`src/sideband_pkg.sv`:
```
// Contract
// - Master aborts if no DEVSEL within 5 clocks
// - Target drives DEVSEL two clocks after address
// - REQ released and GNT ignored during reset
// - Master data parity error sets flags, stops
// - Target data parity error only drives PERR
// - SERR pulses one clock within two clocks
// - SERR enabled address error sets bits 31,30
// - Address parity error sets interrupt bit 13
// - INTA held while any unmasked status set
// - PME bits reset only by sticky reset
// - Power good low isolates all bus pins but PME
// - PME asserted on power management event
// - CLKRUN requests clock, read as clock status
// - Wake output has four selectable forms
// - Card status change follows PME, active high
// - Bus reset floats outputs, restores configuration; CLKRUN and PME are not floated
// - Even parity over AD and CBE, delayed
package sideband_pkg;

	// ----------------------------------------
	// Register offsets
	// ----------------------------------------
	localparam logic [7:0] OFS_CMD  = 8'h04;
	localparam logic [7:0] OFS_ISR  = 8'h14;
	localparam logic [7:0] OFS_IMR  = 8'h18;
	localparam logic [7:0] OFS_PM   = 8'h1c;
	localparam logic [7:0] OFS_SIDE = 8'h20;

	// ----------------------------------------
	// Field positions
	// ----------------------------------------
	localparam int CMD_MST_EN   = 2;
	localparam int CMD_PAR_RESP = 6;
	localparam int CMD_SERR_EN  = 8;
	localparam int ST_MST_PERR  = 24;
	localparam int ST_MST_ABORT = 29;
	localparam int ST_SIG_SERR  = 30;
	localparam int ST_DET_PERR  = 31;
	localparam int ISR_BUS_ERR  = 13;
	localparam int PM_PME_EN    = 8;
	localparam int PM_PME_ST    = 15;
	localparam int PM_FORM_LO   = 16;
	localparam int PM_CARDBUS   = 18;
	localparam int PM_WAKE_ST   = 19;

	localparam logic [31:0] CMD_RW_MASK  = 32'h0000_0144;
	localparam logic [31:0] CMD_W1C_MASK = 32'he100_0000;

	// ----------------------------------------
	// Reset values
	// ----------------------------------------
	localparam logic [31:0] CMD_RST = 32'h0000_0000;
	localparam logic [15:0] ISR_RST = 16'h0000;
	localparam logic [15:0] IMR_RST = 16'h0000;

	// ----------------------------------------
	// Timing
	// ----------------------------------------
	localparam int          CLK_PERIOD_NS    = 5;
	localparam logic [2:0]  MST_DEVSEL_CLKS  = 3'h5;
	localparam logic [3:0]  BUS_RST_MIN_CLKS = 4'ha;
	localparam logic [1:0]  CLKRUN_HOLD_CLKS = 2'h2;
	localparam int          WAKE_CNT_W       = 4;
	localparam int          WAKE_PULSE_NS    = 40;
	localparam logic [WAKE_CNT_W-1:0] WAKE_PULSE_CYC =
		WAKE_CNT_W'((WAKE_PULSE_NS + CLK_PERIOD_NS - 1) / CLK_PERIOD_NS);

	// ----------------------------------------
	// Enumerations
	// ----------------------------------------
	typedef enum logic [1:0] {
		WAKE_HIGH = 2'b00,
		WAKE_LOW  = 2'b01,
		WAKE_POS  = 2'b10,
		WAKE_NEG  = 2'b11
	} wake_form_e;

	typedef enum logic [1:0] {
		DS_IDLE = 2'b00,
		DS_WAIT = 2'b01,
		DS_ACT  = 2'b10,
		DS_PARK = 2'b11
	} dsel_e;

	typedef enum logic [1:0] {
		PE_IDLE = 2'b00,
		PE_LOW  = 2'b01,
		PE_HIGH = 2'b10
	} perr_e;

endpackage

```
`src/od_pin.sv`:
```
`timescale 1ns/1ps
`default_nettype none
module od_pin (
	input  wire logic clk,
	input  wire logic rst_n,
	input  wire logic en,
	input  wire logic assert_in,
	output logic      pin_n_out,
	output logic      pin_oe
);
	typedef struct packed {
		logic drive;
	} od_s;

	od_s od_r;
	od_s od_nxt;

	always_comb begin
		od_nxt       = od_r;
		od_nxt.drive = assert_in & en;
	end

	always_ff @(posedge clk or negedge rst_n) begin
		if (!rst_n) begin
			od_r <= '0;
		end else begin
			od_r <= od_nxt;
		end
	end

	// Level is fixed low; only the enable moves
	assign pin_n_out = 1'b0;
	assign pin_oe    = od_r.drive & en;
endmodule
`default_nettype wire

```
`src/par_unit.sv`:
```
`timescale 1ns/1ps
`default_nettype none
module par_unit (
	input  wire logic        clk,
	input  wire logic        rst_n,
	input  wire logic        en,
	input  wire logic [31:0] ad_in,
	input  wire logic [3:0]  cbe_in,
	input  wire logic        par_in,
	input  wire logic        chk_valid,
	input  wire logic        chk_addr,
	input  wire logic        drive,
	output logic             addr_err,
	output logic             data_err,
	output logic             par_out,
	output logic             par_oe
);
	typedef struct packed {
		logic par;
		logic chk;
		logic is_addr;
		logic oe;
	} pu_s;

	pu_s pu_r;
	pu_s pu_nxt;

	always_comb begin
		pu_nxt         = pu_r;
		pu_nxt.par     = ^{ad_in, cbe_in};
		pu_nxt.chk     = chk_valid;
		pu_nxt.is_addr = chk_addr;
		pu_nxt.oe      = drive;
	end

	always_ff @(posedge clk or negedge rst_n) begin
		if (!rst_n) begin
			pu_r <= '0;
		end else begin
			pu_r <= pu_nxt;
		end
	end

	// Parity trails its data by one clock
	assign addr_err = en & pu_r.chk & pu_r.is_addr & (par_in != pu_r.par);
	assign data_err = en & pu_r.chk & ~pu_r.is_addr & (par_in != pu_r.par);
	assign par_out  = pu_r.par;
	assign par_oe   = pu_r.oe & en;
endmodule
`default_nettype wire

```
`src/pci_sideband.sv`:
```
`timescale 1ns/1ps
`default_nettype none
module pci_sideband import sideband_pkg::*; (
	input  wire logic        pclk,
	input  wire logic        presetn,
	input  wire logic [7:0]  paddr,
	input  wire logic        psel,
	input  wire logic        penable,
	input  wire logic        pwrite,
	input  wire logic [31:0] pwdata,
	output logic [31:0]      prdata,
	output logic             pready,
	output logic             pslverr,
	input  wire logic        aux_sticky_reset_n,
	input  wire logic        bus_reset_n,
	input  wire logic        bus_power_good_in,
	input  wire logic        idsel_in,
	input  wire logic        addr_phase_in,
	input  wire logic        data_phase_in,
	input  wire logic [31:0] ad_in,
	input  wire logic [3:0]  cbe_in,
	input  wire logic        par_in,
	input  wire logic        par_drive_in,
	output logic             par_out,
	output logic             par_oe,
	input  wire logic        is_master_in,
	input  wire logic        mst_req_in,
	input  wire logic        gnt_n_in,
	output logic             req_n_out,
	output logic             req_oe,
	output logic             mst_grant_out,
	input  wire logic        mst_cmd_in,
	input  wire logic        devsel_n_in,
	output logic             mst_abort_out,
	output logic             mst_stop_out,
	input  wire logic        tgt_hit_in,
	input  wire logic        tgt_done_in,
	output logic             cfg_access_out,
	output logic             devsel_n_out,
	output logic             devsel_oe,
	output logic             perr_n_out,
	output logic             perr_oe,
	output logic             serr_n_out,
	output logic             serr_oe,
	output logic             inta_n_out,
	output logic             inta_oe,
	output logic             pme_n_out,
	output logic             pme_oe,
	input  wire logic        clkrun_n_in,
	input  wire logic        clk_need_in,
	output logic             clkrun_n_out,
	output logic             clkrun_oe,
	input  wire logic [15:0] irq_evt_in,
	input  wire logic        wake_pkt_in,
	input  wire logic        link_chg_in,
	input  wire logic        wake_frame_in,
	output logic             wake_event_out,
	output logic             cstschg_out
);
	// ----------------------------------------
	// State
	// ----------------------------------------
	typedef struct packed {
		logic [31:0] cmd;
		logic [15:0] isr;
		logic [15:0] imr;
		logic        req;
		logic        mst_wait;
		logic [2:0]  mst_cnt;
		logic        mst_abort;
		logic        mst_stop;
		dsel_e       ds;
		logic        cfg;
		perr_e       pe;
		logic        serr;
		logic [1:0]  ckr_cnt;
		logic [3:0]  rst_cnt;
		logic        rst_ok;
		logic [31:0] rdata;
		logic        slverr;
	} core_s;

	typedef struct packed {
		logic                  pme_en;
		logic                  pme_st;
		wake_form_e            form;
		logic                  cardbus;
		logic                  wake_st;
		logic [WAKE_CNT_W-1:0] pcnt;
		logic                  wake_out;
		logic                  cst;
	} pm_s;

	localparam core_s CORE_RST = '{cmd: CMD_RST, isr: ISR_RST, imr: IMR_RST,
		ds: DS_IDLE, pe: PE_IDLE, default: '0};
	localparam pm_s PM_RST = '{form: WAKE_HIGH, default: '0};

	core_s c_r;
	core_s c_nxt;
	pm_s   pm_r;
	pm_s   pm_nxt;

	logic        live;
	logic        setup;
	logic        wr;
	logic        t_hit;
	logic        dsel_seen;
	logic        wake_ev;
	logic        addr_err;
	logic        data_err;
	logic [31:0] rd;
	logic        mapped;

	// ----------------------------------------
	// Qualifiers
	// ----------------------------------------
	// Bus inputs count only with power good and no bus reset; CLKRUN needs only power good
	assign live      = bus_reset_n & bus_power_good_in;
	assign setup     = psel & ~penable;
	assign wr        = psel & penable & pwrite;
	assign t_hit     = live & addr_phase_in & (tgt_hit_in | idsel_in);
	assign dsel_seen = live & ~devsel_n_in;
	assign wake_ev   = wake_pkt_in | link_chg_in | wake_frame_in;

	par_unit u_par (
		.clk       (pclk),
		.rst_n     (presetn),
		.en        (live),
		.ad_in     (ad_in),
		.cbe_in    (cbe_in),
		.par_in    (par_in),
		.chk_valid ((addr_phase_in | data_phase_in) & live),
		.chk_addr  (addr_phase_in),
		.drive     (par_drive_in & live),
		.addr_err  (addr_err),
		.data_err  (data_err),
		.par_out   (par_out),
		.par_oe    (par_oe)
	);

	// ----------------------------------------
	// Read mux
	// ----------------------------------------
	always_comb begin
		rd     = 32'h0000_0000;
		mapped = 1'b1;
		case (paddr)
			OFS_CMD: begin
				rd = c_r.cmd;
			end
			OFS_ISR: begin
				rd = {16'h0000, c_r.isr};
			end
			OFS_IMR: begin
				rd = {16'h0000, c_r.imr};
			end
			OFS_PM: begin
				rd = {12'h000, pm_r.wake_st, pm_r.cardbus, pm_r.form, pm_r.pme_st,
					6'h00, pm_r.pme_en, 8'h00};
			end
			OFS_SIDE: begin
				rd = {26'h0000000, ~clkrun_n_in, c_r.req, c_r.mst_wait,
					c_r.ds == DS_ACT, c_r.rst_ok, bus_power_good_in};
			end
			default: begin
				mapped = 1'b0;
			end
		endcase
	end

	// ----------------------------------------
	// Core next state
	// ----------------------------------------
	always_comb begin
		c_nxt           = c_r;
		c_nxt.mst_abort = 1'b0;
		c_nxt.mst_stop  = 1'b0;
		c_nxt.serr      = 1'b0;
		c_nxt.cfg       = live & addr_phase_in & idsel_in;
		if (setup) begin
			c_nxt.rdata  = rd;
			c_nxt.slverr = ~mapped;
		end
		// Software clears first so hardware sets below win
		if (wr) begin
			case (paddr)
				OFS_CMD: begin
					c_nxt.cmd = (c_r.cmd & ~CMD_RW_MASK & ~(pwdata & CMD_W1C_MASK))
						| (pwdata & CMD_RW_MASK);
				end
				OFS_ISR: begin
					c_nxt.isr = c_r.isr & ~pwdata[15:0];
				end
				OFS_IMR: begin
					c_nxt.imr = pwdata[15:0];
				end
				default: begin
				end
			endcase
		end
		c_nxt.isr = c_nxt.isr | irq_evt_in;
		c_nxt.req = mst_req_in & c_nxt.cmd[CMD_MST_EN] & live;
		// Master DEVSEL watchdog
		if (live && mst_cmd_in) begin
			c_nxt.mst_wait = 1'b1;
			c_nxt.mst_cnt  = 3'h0;
		end else if (c_r.mst_wait) begin
			if (dsel_seen) begin
				c_nxt.mst_wait = 1'b0;
			end else if (c_r.mst_cnt == MST_DEVSEL_CLKS - 3'h1) begin
				c_nxt.mst_wait            = 1'b0;
				c_nxt.mst_abort           = 1'b1;
				c_nxt.cmd[ST_MST_ABORT]   = 1'b1;
				c_nxt.cmd[CMD_MST_EN]     = 1'b0;
				c_nxt.req                 = 1'b0;
			end else begin
				c_nxt.mst_cnt = c_r.mst_cnt + 3'h1;
			end
		end
		// Data parity
		if (data_err && is_master_in && c_r.cmd[CMD_PAR_RESP]) begin
			c_nxt.cmd[ST_MST_PERR] = 1'b1;
			c_nxt.isr[ISR_BUS_ERR] = 1'b1;
			c_nxt.mst_stop         = 1'b1;
		end
		case (c_r.pe)
			PE_IDLE: begin
				if (data_err && !is_master_in && c_r.cmd[CMD_PAR_RESP]) begin
					c_nxt.pe = PE_LOW;
				end
			end
			PE_LOW: begin
				c_nxt.pe = PE_HIGH;
			end
			PE_HIGH: begin
				c_nxt.pe = PE_IDLE;
			end
			default: begin
				c_nxt.pe = PE_IDLE;
			end
		endcase
		// Address parity
		if (addr_err && c_r.cmd[CMD_SERR_EN]) begin
			c_nxt.serr             = 1'b1;
			c_nxt.cmd[ST_DET_PERR] = 1'b1;
			c_nxt.cmd[ST_SIG_SERR] = 1'b1;
		end
		if (addr_err && c_r.cmd[CMD_PAR_RESP]) begin
			c_nxt.isr[ISR_BUS_ERR] = 1'b1;
		end
		// Target decode, medium timing
		case (c_r.ds)
			DS_IDLE: begin
				if (t_hit) begin
					c_nxt.ds = DS_WAIT;
				end
			end
			DS_WAIT: begin
				c_nxt.ds = DS_ACT;
			end
			DS_ACT: begin
				if (tgt_done_in) begin
					c_nxt.ds = DS_PARK;
				end
			end
			default: begin
				c_nxt.ds = DS_IDLE;
			end
		endcase
		// Clock run: only asks while the resource has let go
		if (c_r.ckr_cnt != 2'h0) begin
			c_nxt.ckr_cnt = c_r.ckr_cnt - 2'h1;
		end else if (clk_need_in && clkrun_n_in && bus_power_good_in) begin
			c_nxt.ckr_cnt = CLKRUN_HOLD_CLKS;
		end
		// Bus reset overrides cmd, isr, imr, master wait, DEVSEL and PERR state; not the CLKRUN count
		if (!bus_reset_n) begin
			c_nxt.cmd      = CMD_RST;
			c_nxt.isr      = ISR_RST;
			c_nxt.imr      = IMR_RST;
			c_nxt.mst_wait = 1'b0;
			c_nxt.ds       = DS_IDLE;
			c_nxt.pe       = PE_IDLE;
			c_nxt.rst_cnt  = (c_r.rst_cnt == BUS_RST_MIN_CLKS) ? c_r.rst_cnt : c_r.rst_cnt + 4'h1;
			c_nxt.rst_ok   = (c_nxt.rst_cnt == BUS_RST_MIN_CLKS);
		end else begin
			c_nxt.rst_cnt = 4'h0;
		end
	end

	always_ff @(posedge pclk or negedge presetn) begin
		if (!presetn) begin
			c_r <= CORE_RST;
		end else begin
			c_r <= c_nxt;
		end
	end

	// ----------------------------------------
	// Sticky power management
	// ----------------------------------------
	always_comb begin
		pm_nxt = pm_r;
		if (wr && paddr == OFS_PM) begin
			pm_nxt.pme_en  = pwdata[PM_PME_EN];
			pm_nxt.form    = wake_form_e'(pwdata[PM_FORM_LO +: 2]);
			pm_nxt.cardbus = pwdata[PM_CARDBUS];
			if (pwdata[PM_PME_ST]) begin
				pm_nxt.pme_st = 1'b0;
			end
			if (pwdata[PM_WAKE_ST]) begin
				pm_nxt.wake_st = 1'b0;
			end
		end
		if (wake_ev) begin
			pm_nxt.pme_st  = 1'b1;
			pm_nxt.wake_st = 1'b1;
			pm_nxt.pcnt    = WAKE_PULSE_CYC;
		end else if (pm_r.pcnt != '0) begin
			pm_nxt.pcnt = pm_r.pcnt - WAKE_CNT_W'(1);
		end
		case (pm_nxt.form)
			WAKE_HIGH: begin
				pm_nxt.wake_out = pm_nxt.wake_st;
			end
			WAKE_LOW: begin
				pm_nxt.wake_out = ~pm_nxt.wake_st;
			end
			WAKE_POS: begin
				pm_nxt.wake_out = pm_nxt.pcnt != '0;
			end
			default: begin
				pm_nxt.wake_out = pm_nxt.pcnt == '0;
			end
		endcase
		pm_nxt.cst = pm_nxt.cardbus & pm_nxt.pme_st & pm_nxt.pme_en;
	end

	// Survives bus reset so a wake from D3cold is not lost
	always_ff @(posedge pclk or negedge aux_sticky_reset_n) begin
		if (!aux_sticky_reset_n) begin
			pm_r <= PM_RST;
		end else begin
			pm_r <= pm_nxt;
		end
	end

	// ----------------------------------------
	// Pins
	// ----------------------------------------
	od_pin u_inta (
		.clk       (pclk),
		.rst_n     (presetn),
		.en        (live),
		.assert_in (|(c_r.isr & c_r.imr)),
		.pin_n_out (inta_n_out),
		.pin_oe    (inta_oe)
	);

	od_pin u_serr (
		.clk       (pclk),
		.rst_n     (presetn),
		.en        (live),
		.assert_in (c_r.serr),
		.pin_n_out (serr_n_out),
		.pin_oe    (serr_oe)
	);

	od_pin u_pme (
		.clk       (pclk),
		.rst_n     (aux_sticky_reset_n),
		.en        (1'b1),
		.assert_in (pm_r.pme_st & pm_r.pme_en),
		.pin_n_out (pme_n_out),
		.pin_oe    (pme_oe)
	);

	od_pin u_ckr (
		.clk       (pclk),
		.rst_n     (presetn),
		.en        (bus_power_good_in),
		.assert_in (c_r.ckr_cnt != 2'h0),
		.pin_n_out (clkrun_n_out),
		.pin_oe    (clkrun_oe)
	);

	assign pready         = 1'b1;
	assign prdata         = c_r.rdata;
	assign pslverr        = c_r.slverr & psel & penable;
	assign req_n_out      = ~c_r.req;
	assign req_oe         = c_r.req & live;
	assign mst_grant_out  = c_r.req & ~gnt_n_in & live;
	assign mst_abort_out  = c_r.mst_abort;
	assign mst_stop_out   = c_r.mst_stop;
	assign cfg_access_out = c_r.cfg;
	assign devsel_n_out   = c_r.ds != DS_ACT;
	assign devsel_oe      = (c_r.ds == DS_ACT || c_r.ds == DS_PARK) & live;
	assign perr_n_out     = c_r.pe != PE_LOW;
	assign perr_oe        = (c_r.pe != PE_IDLE) & live;
	assign wake_event_out = pm_r.wake_out;
	assign cstschg_out    = pm_r.cst;
endmodule
`default_nettype wire

```
`config.mk`:
```
export PLATFORM = sky130hd
export DESIGN_NAME = pci_sideband
export DESIGN_NICKNAME = d
export VERILOG_FILES = /design/src/sideband_pkg.sv /design/src/od_pin.sv /design/src/par_unit.sv /design/src/pci_sideband.sv
export SDC_FILE = /design/constraint.sdc
export NUM_CORES = 1
export LEC_CHECK = 0
export ABC_AREA = 1
export BUFFER_PORTS_ARGS = -buffer_cell sky130_fd_sc_hd__buf_2
export CORE_MARGIN = 1
export CORE_UTILIZATION = 45
export CTS_BUF_LIST = sky130_fd_sc_hd__clkbuf_2 sky130_fd_sc_hd__clkbuf_4 sky130_fd_sc_hd__clkbuf_8
export DETAILED_ROUTE_END_ITERATION = 16
export GPL_TIMING_DRIVEN = 0
export PLACE_DENSITY = 0.82
export SYNTH_ARGS = -nofsm -noshare
export SYNTH_HDL_FRONTEND = slang
export SYNTH_SLANG_ARGS = --single-unit
```
`constraint.sdc`:
```
create_clock -name pclk -period 2.6 [get_ports pclk]
set_input_delay 0.26 -clock pclk [delete_from_list [all_inputs] [get_ports pclk]]
set_output_delay 0.26 -clock pclk [all_outputs]
set_load 0.01 [all_outputs]
```
==> flow_summary.toml <==
[sta]
fin_crit_ns = 1.680
setup_slack_ns = 0.9204
relSlewSlack_pct = 63.95
rsz0062_at_grt = "false"
tns_ns = 0
skew_ns = 0.006049
worst_pin_slew_ns = 0.5408
period_share_pct = 64.60
finalHoldViolations = 0
slew_violations = 0
hold-worst-slack_ns = 0.02959
fmax_mhz = 595.4
setup_violations = 0

[power]
leakage_nw = 4.323
vdd_ir_drop_max_v = 0.0002168
pwr_density_cell_nw_per_um2 = 465.0

[clock_tree]
clk_path_buf_depth = 2
cts_root_buffer = "clkbuf_8"
clk_pin_slew_ns = 0.09
htree_levels = 3
worstSkewPairLatency_ns = 0.38
cts-buffers-inserted = 9
cts_tree = "yes"
postCtsSetupBuffers = 0
cts.sinks = 105
cts_resized = 0
ctsHoldBuffers = 2

[critical_path]
end_kind = "output port"
reg2reg_from = "pm_r[2]"
r2r_slack_ns = 0.93
critPathMaxFanout = 4
path_class = "flip-flop to output port"
crit_path_frequent_cell = "nor2_1"
cp_slowest_cell = "dfrtp_1"
start_kind = "flip-flop"
cp_top_family = "flip-flops"
worstSetupPathDepth = 5
crit_buf_inv = 2
cp_data_required_time_ns = 2.34
rr_worst_depth = 11
crit_arrival_ns = 1.42
r2r_end = "wake_event_out"
crit_chain = "inv_1, ha_1, nor2_1, nor2_1, buf_2"
max_stage_delay_ns = 0.39

[synth]
synth-simple-area-share_pct = 29.03
synth_ff_type = "dfrtp_1"
syn_avg_cell_area_um2 = 7.245
synth-xor-area-share_pct = 1.143
ys_ff_latch = 105
synth_top_family_by_area = "simple AND/OR/NAND/NOR gates"
yosys.cell_types.count = 44
netlist_area_um2 = 6130
ys_async_sr_fraction_pct = 100.0
post-synth-top-area-cell = "dfrtp_1"
postSynthCellCount = 846
synth_commonest_cells = "nand2_1, inv_1, dfrtp_1"
ys_seq_area_share_pct = 42.87
synth-edff-count = 0
yosysTopAreaCellShare_pct = 42.87
synth-compound-area-share_pct = 11.33
synth_warnings = 0
synthMuxAreaShare_pct = 0
synth-adder-area-share_pct = 2.041
yosys-top-cells-area = "dfrtp_1, nand2_1, inv_1, buf_4, nor2_1"
synth_most_common_cell = "nand2_1"

[grt]
grt_max_degree = 65
top_usage_layer = "met2"
gr-total-overflow = 0
use_met1_pct = 28.52
antenna_found_initial = 3
met3_usage_pct = 4.440
met2_usage_pct = 38.56
grt_usage_pct = 22.77
grt_pass1_vias = 5511
grt_pass1_wl_um = 25420

[routing]
firstDrtPassIters = 5
vias = 5764
wire_per_inst_um = 12.46
ant_nets = 0
totalWireLength_um = 14980
drc_errors = 0
vias_per_cell = 4.791
drtIter0Drc = 423

[cells_and_area]
syn_to_final_growth_pct = 20.68
nFillCells = 1269
finalNetCount = 1149
utilization_pct = 55.86
drive_gt1_share_pct = 24.07
final-instance-count-excl-fill = 1203

[die]
rows = 42
ios = 173
initial_utilization_pct = 46.29
core_um2 = 13240
die-area_um2 = 14090
die_y_um = 118.7
die_width_um = 118.7

[run]
max_cap_viol_count = 0

[worst_hold_path]
min_delay_path_depth = 1
hold_path.class = "input port to flip-flop"
whs_endpoint = "u_par.pu_r[1]"
min-delay-start = "addr_phase_in"

[placed_design]
place_inst = 1185
dp_slack_ns = 0.8803
io_buffers = 159
place.gp.congestion = 0.8506
dp_hpwl_um = 11950

[status]
status = "finished clean"
-- worst reg2reg max path, delay by kind of cell (launching register included) --
family / cells / cell delay (ns)
adder cells (fa/ha/maj): 1 / 0.20
buffers and inverters: 2 / 0.20
flip-flops: 1 / 0.40
AND/OR/NAND/NOR: 8 / 0.78
-- area by class of cell --
| class | instances | area [um^2] | area share, % |
|---|---|---|---|
| multi-input cells | 568 | 2688 | 36.33 |
| flip-flops and latches | 105 | 2628 | 35.52 |
| repair buffers | 162 | 845.8 | 11.43 |
| inverters | 122 | 460.4 | 6.225 |
| plain buffers | 54 | 365.4 | 4.939 |
| well taps | 176 | 220.2 | 2.977 |
| clock buffers | 10 | 131.4 | 1.776 |
| clock inverters | 5 | 56.30 | 0.7612 |
| diodes | 1 | 2.502 | 0.03383 |
-- report_power, final --
part / leakage (nW) / internal, W / switching (W) / total, W
sequential: 1.39 / 0.00172 / 0.0000560 / 0.00178
combinational: 2.84 / 0.000259 / 0.000403 / 0.000662
clock: 0.0959 / 0.000451 / 0.000552 / 0.00100
-- worst max path at each step --
stage | to | startpoint
after floorplan | wake_event_out | pm_r[2]
after global placement | prdata[31] | presetn
after detailed placement | c_r[83] | paddr[7]
after CTS | devsel_oe | c_r[44]
after global routing | wake_event_out | pm_r[2]
final | devsel_oe | c_r[44]
-- sequential cells by signal, summed over array words and instances (netlist names), 3 cells and up --
register and flops:
pm_r 10, u_par.pu_r 3, c_r 57, prdata 25
-- cell usage in the layout (no fill, tap or decap), types with 4 or more instances in the layout --
| cell | instances |
|---|---|
| a22o_1 | 7 |
| o21ai_0 | 24 |
| xor2_1 | 6 |
| o31ai_1 | 17 |
| clkbuf_8 | 9 |
| inv_2 | 7 |
| buf_2 | 162 |
| nand2_1 | 340 |
| conb_1 | 5 |
| o21ai_1 | 14 |
| a21oi_1 | 31 |
| ha_1 | 10 |
| clkbuf_1 | 10 |
| a221oi_1 | 4 |
| inv_1 | 114 |
| nand3_1 | 27 |
| nor2_1 | 42 |
| buf_4 | 39 |
| dfrtp_1 | 105 |
-- logic make-up after synthesis --
kind of cell,after synthesis
AO/OA/AOI/OAI,110
XOR/XNOR,8
adder cells (fa/ha/maj),10
buffers and inverters,176
flip-flops,105
other,2
AND/OR/NAND/NOR,435
-- routing by layer --
layer / vias up / routed length, um
met4: 4 / 329
li1: 2947 / -
met5: - / 23
met3: 25 / 1061
met1: 2596 / 6420
met2: 192 / 7150
-- per-stage QoR --
| step | total power [W] | area (um^2) |
|---|---|---|
| finish | 0.003440 | 7397 |
| global route | 0.003627 | 7397 |
| CTS | 0.003458 | 7395 |
| detailed placement | 0.002470 | 7187 |
| global placement | 0.002435 | 7157 |
| floorplan | 0.002209 | 6141 |
Note: power is estimated with default switching activity, not from simulation.
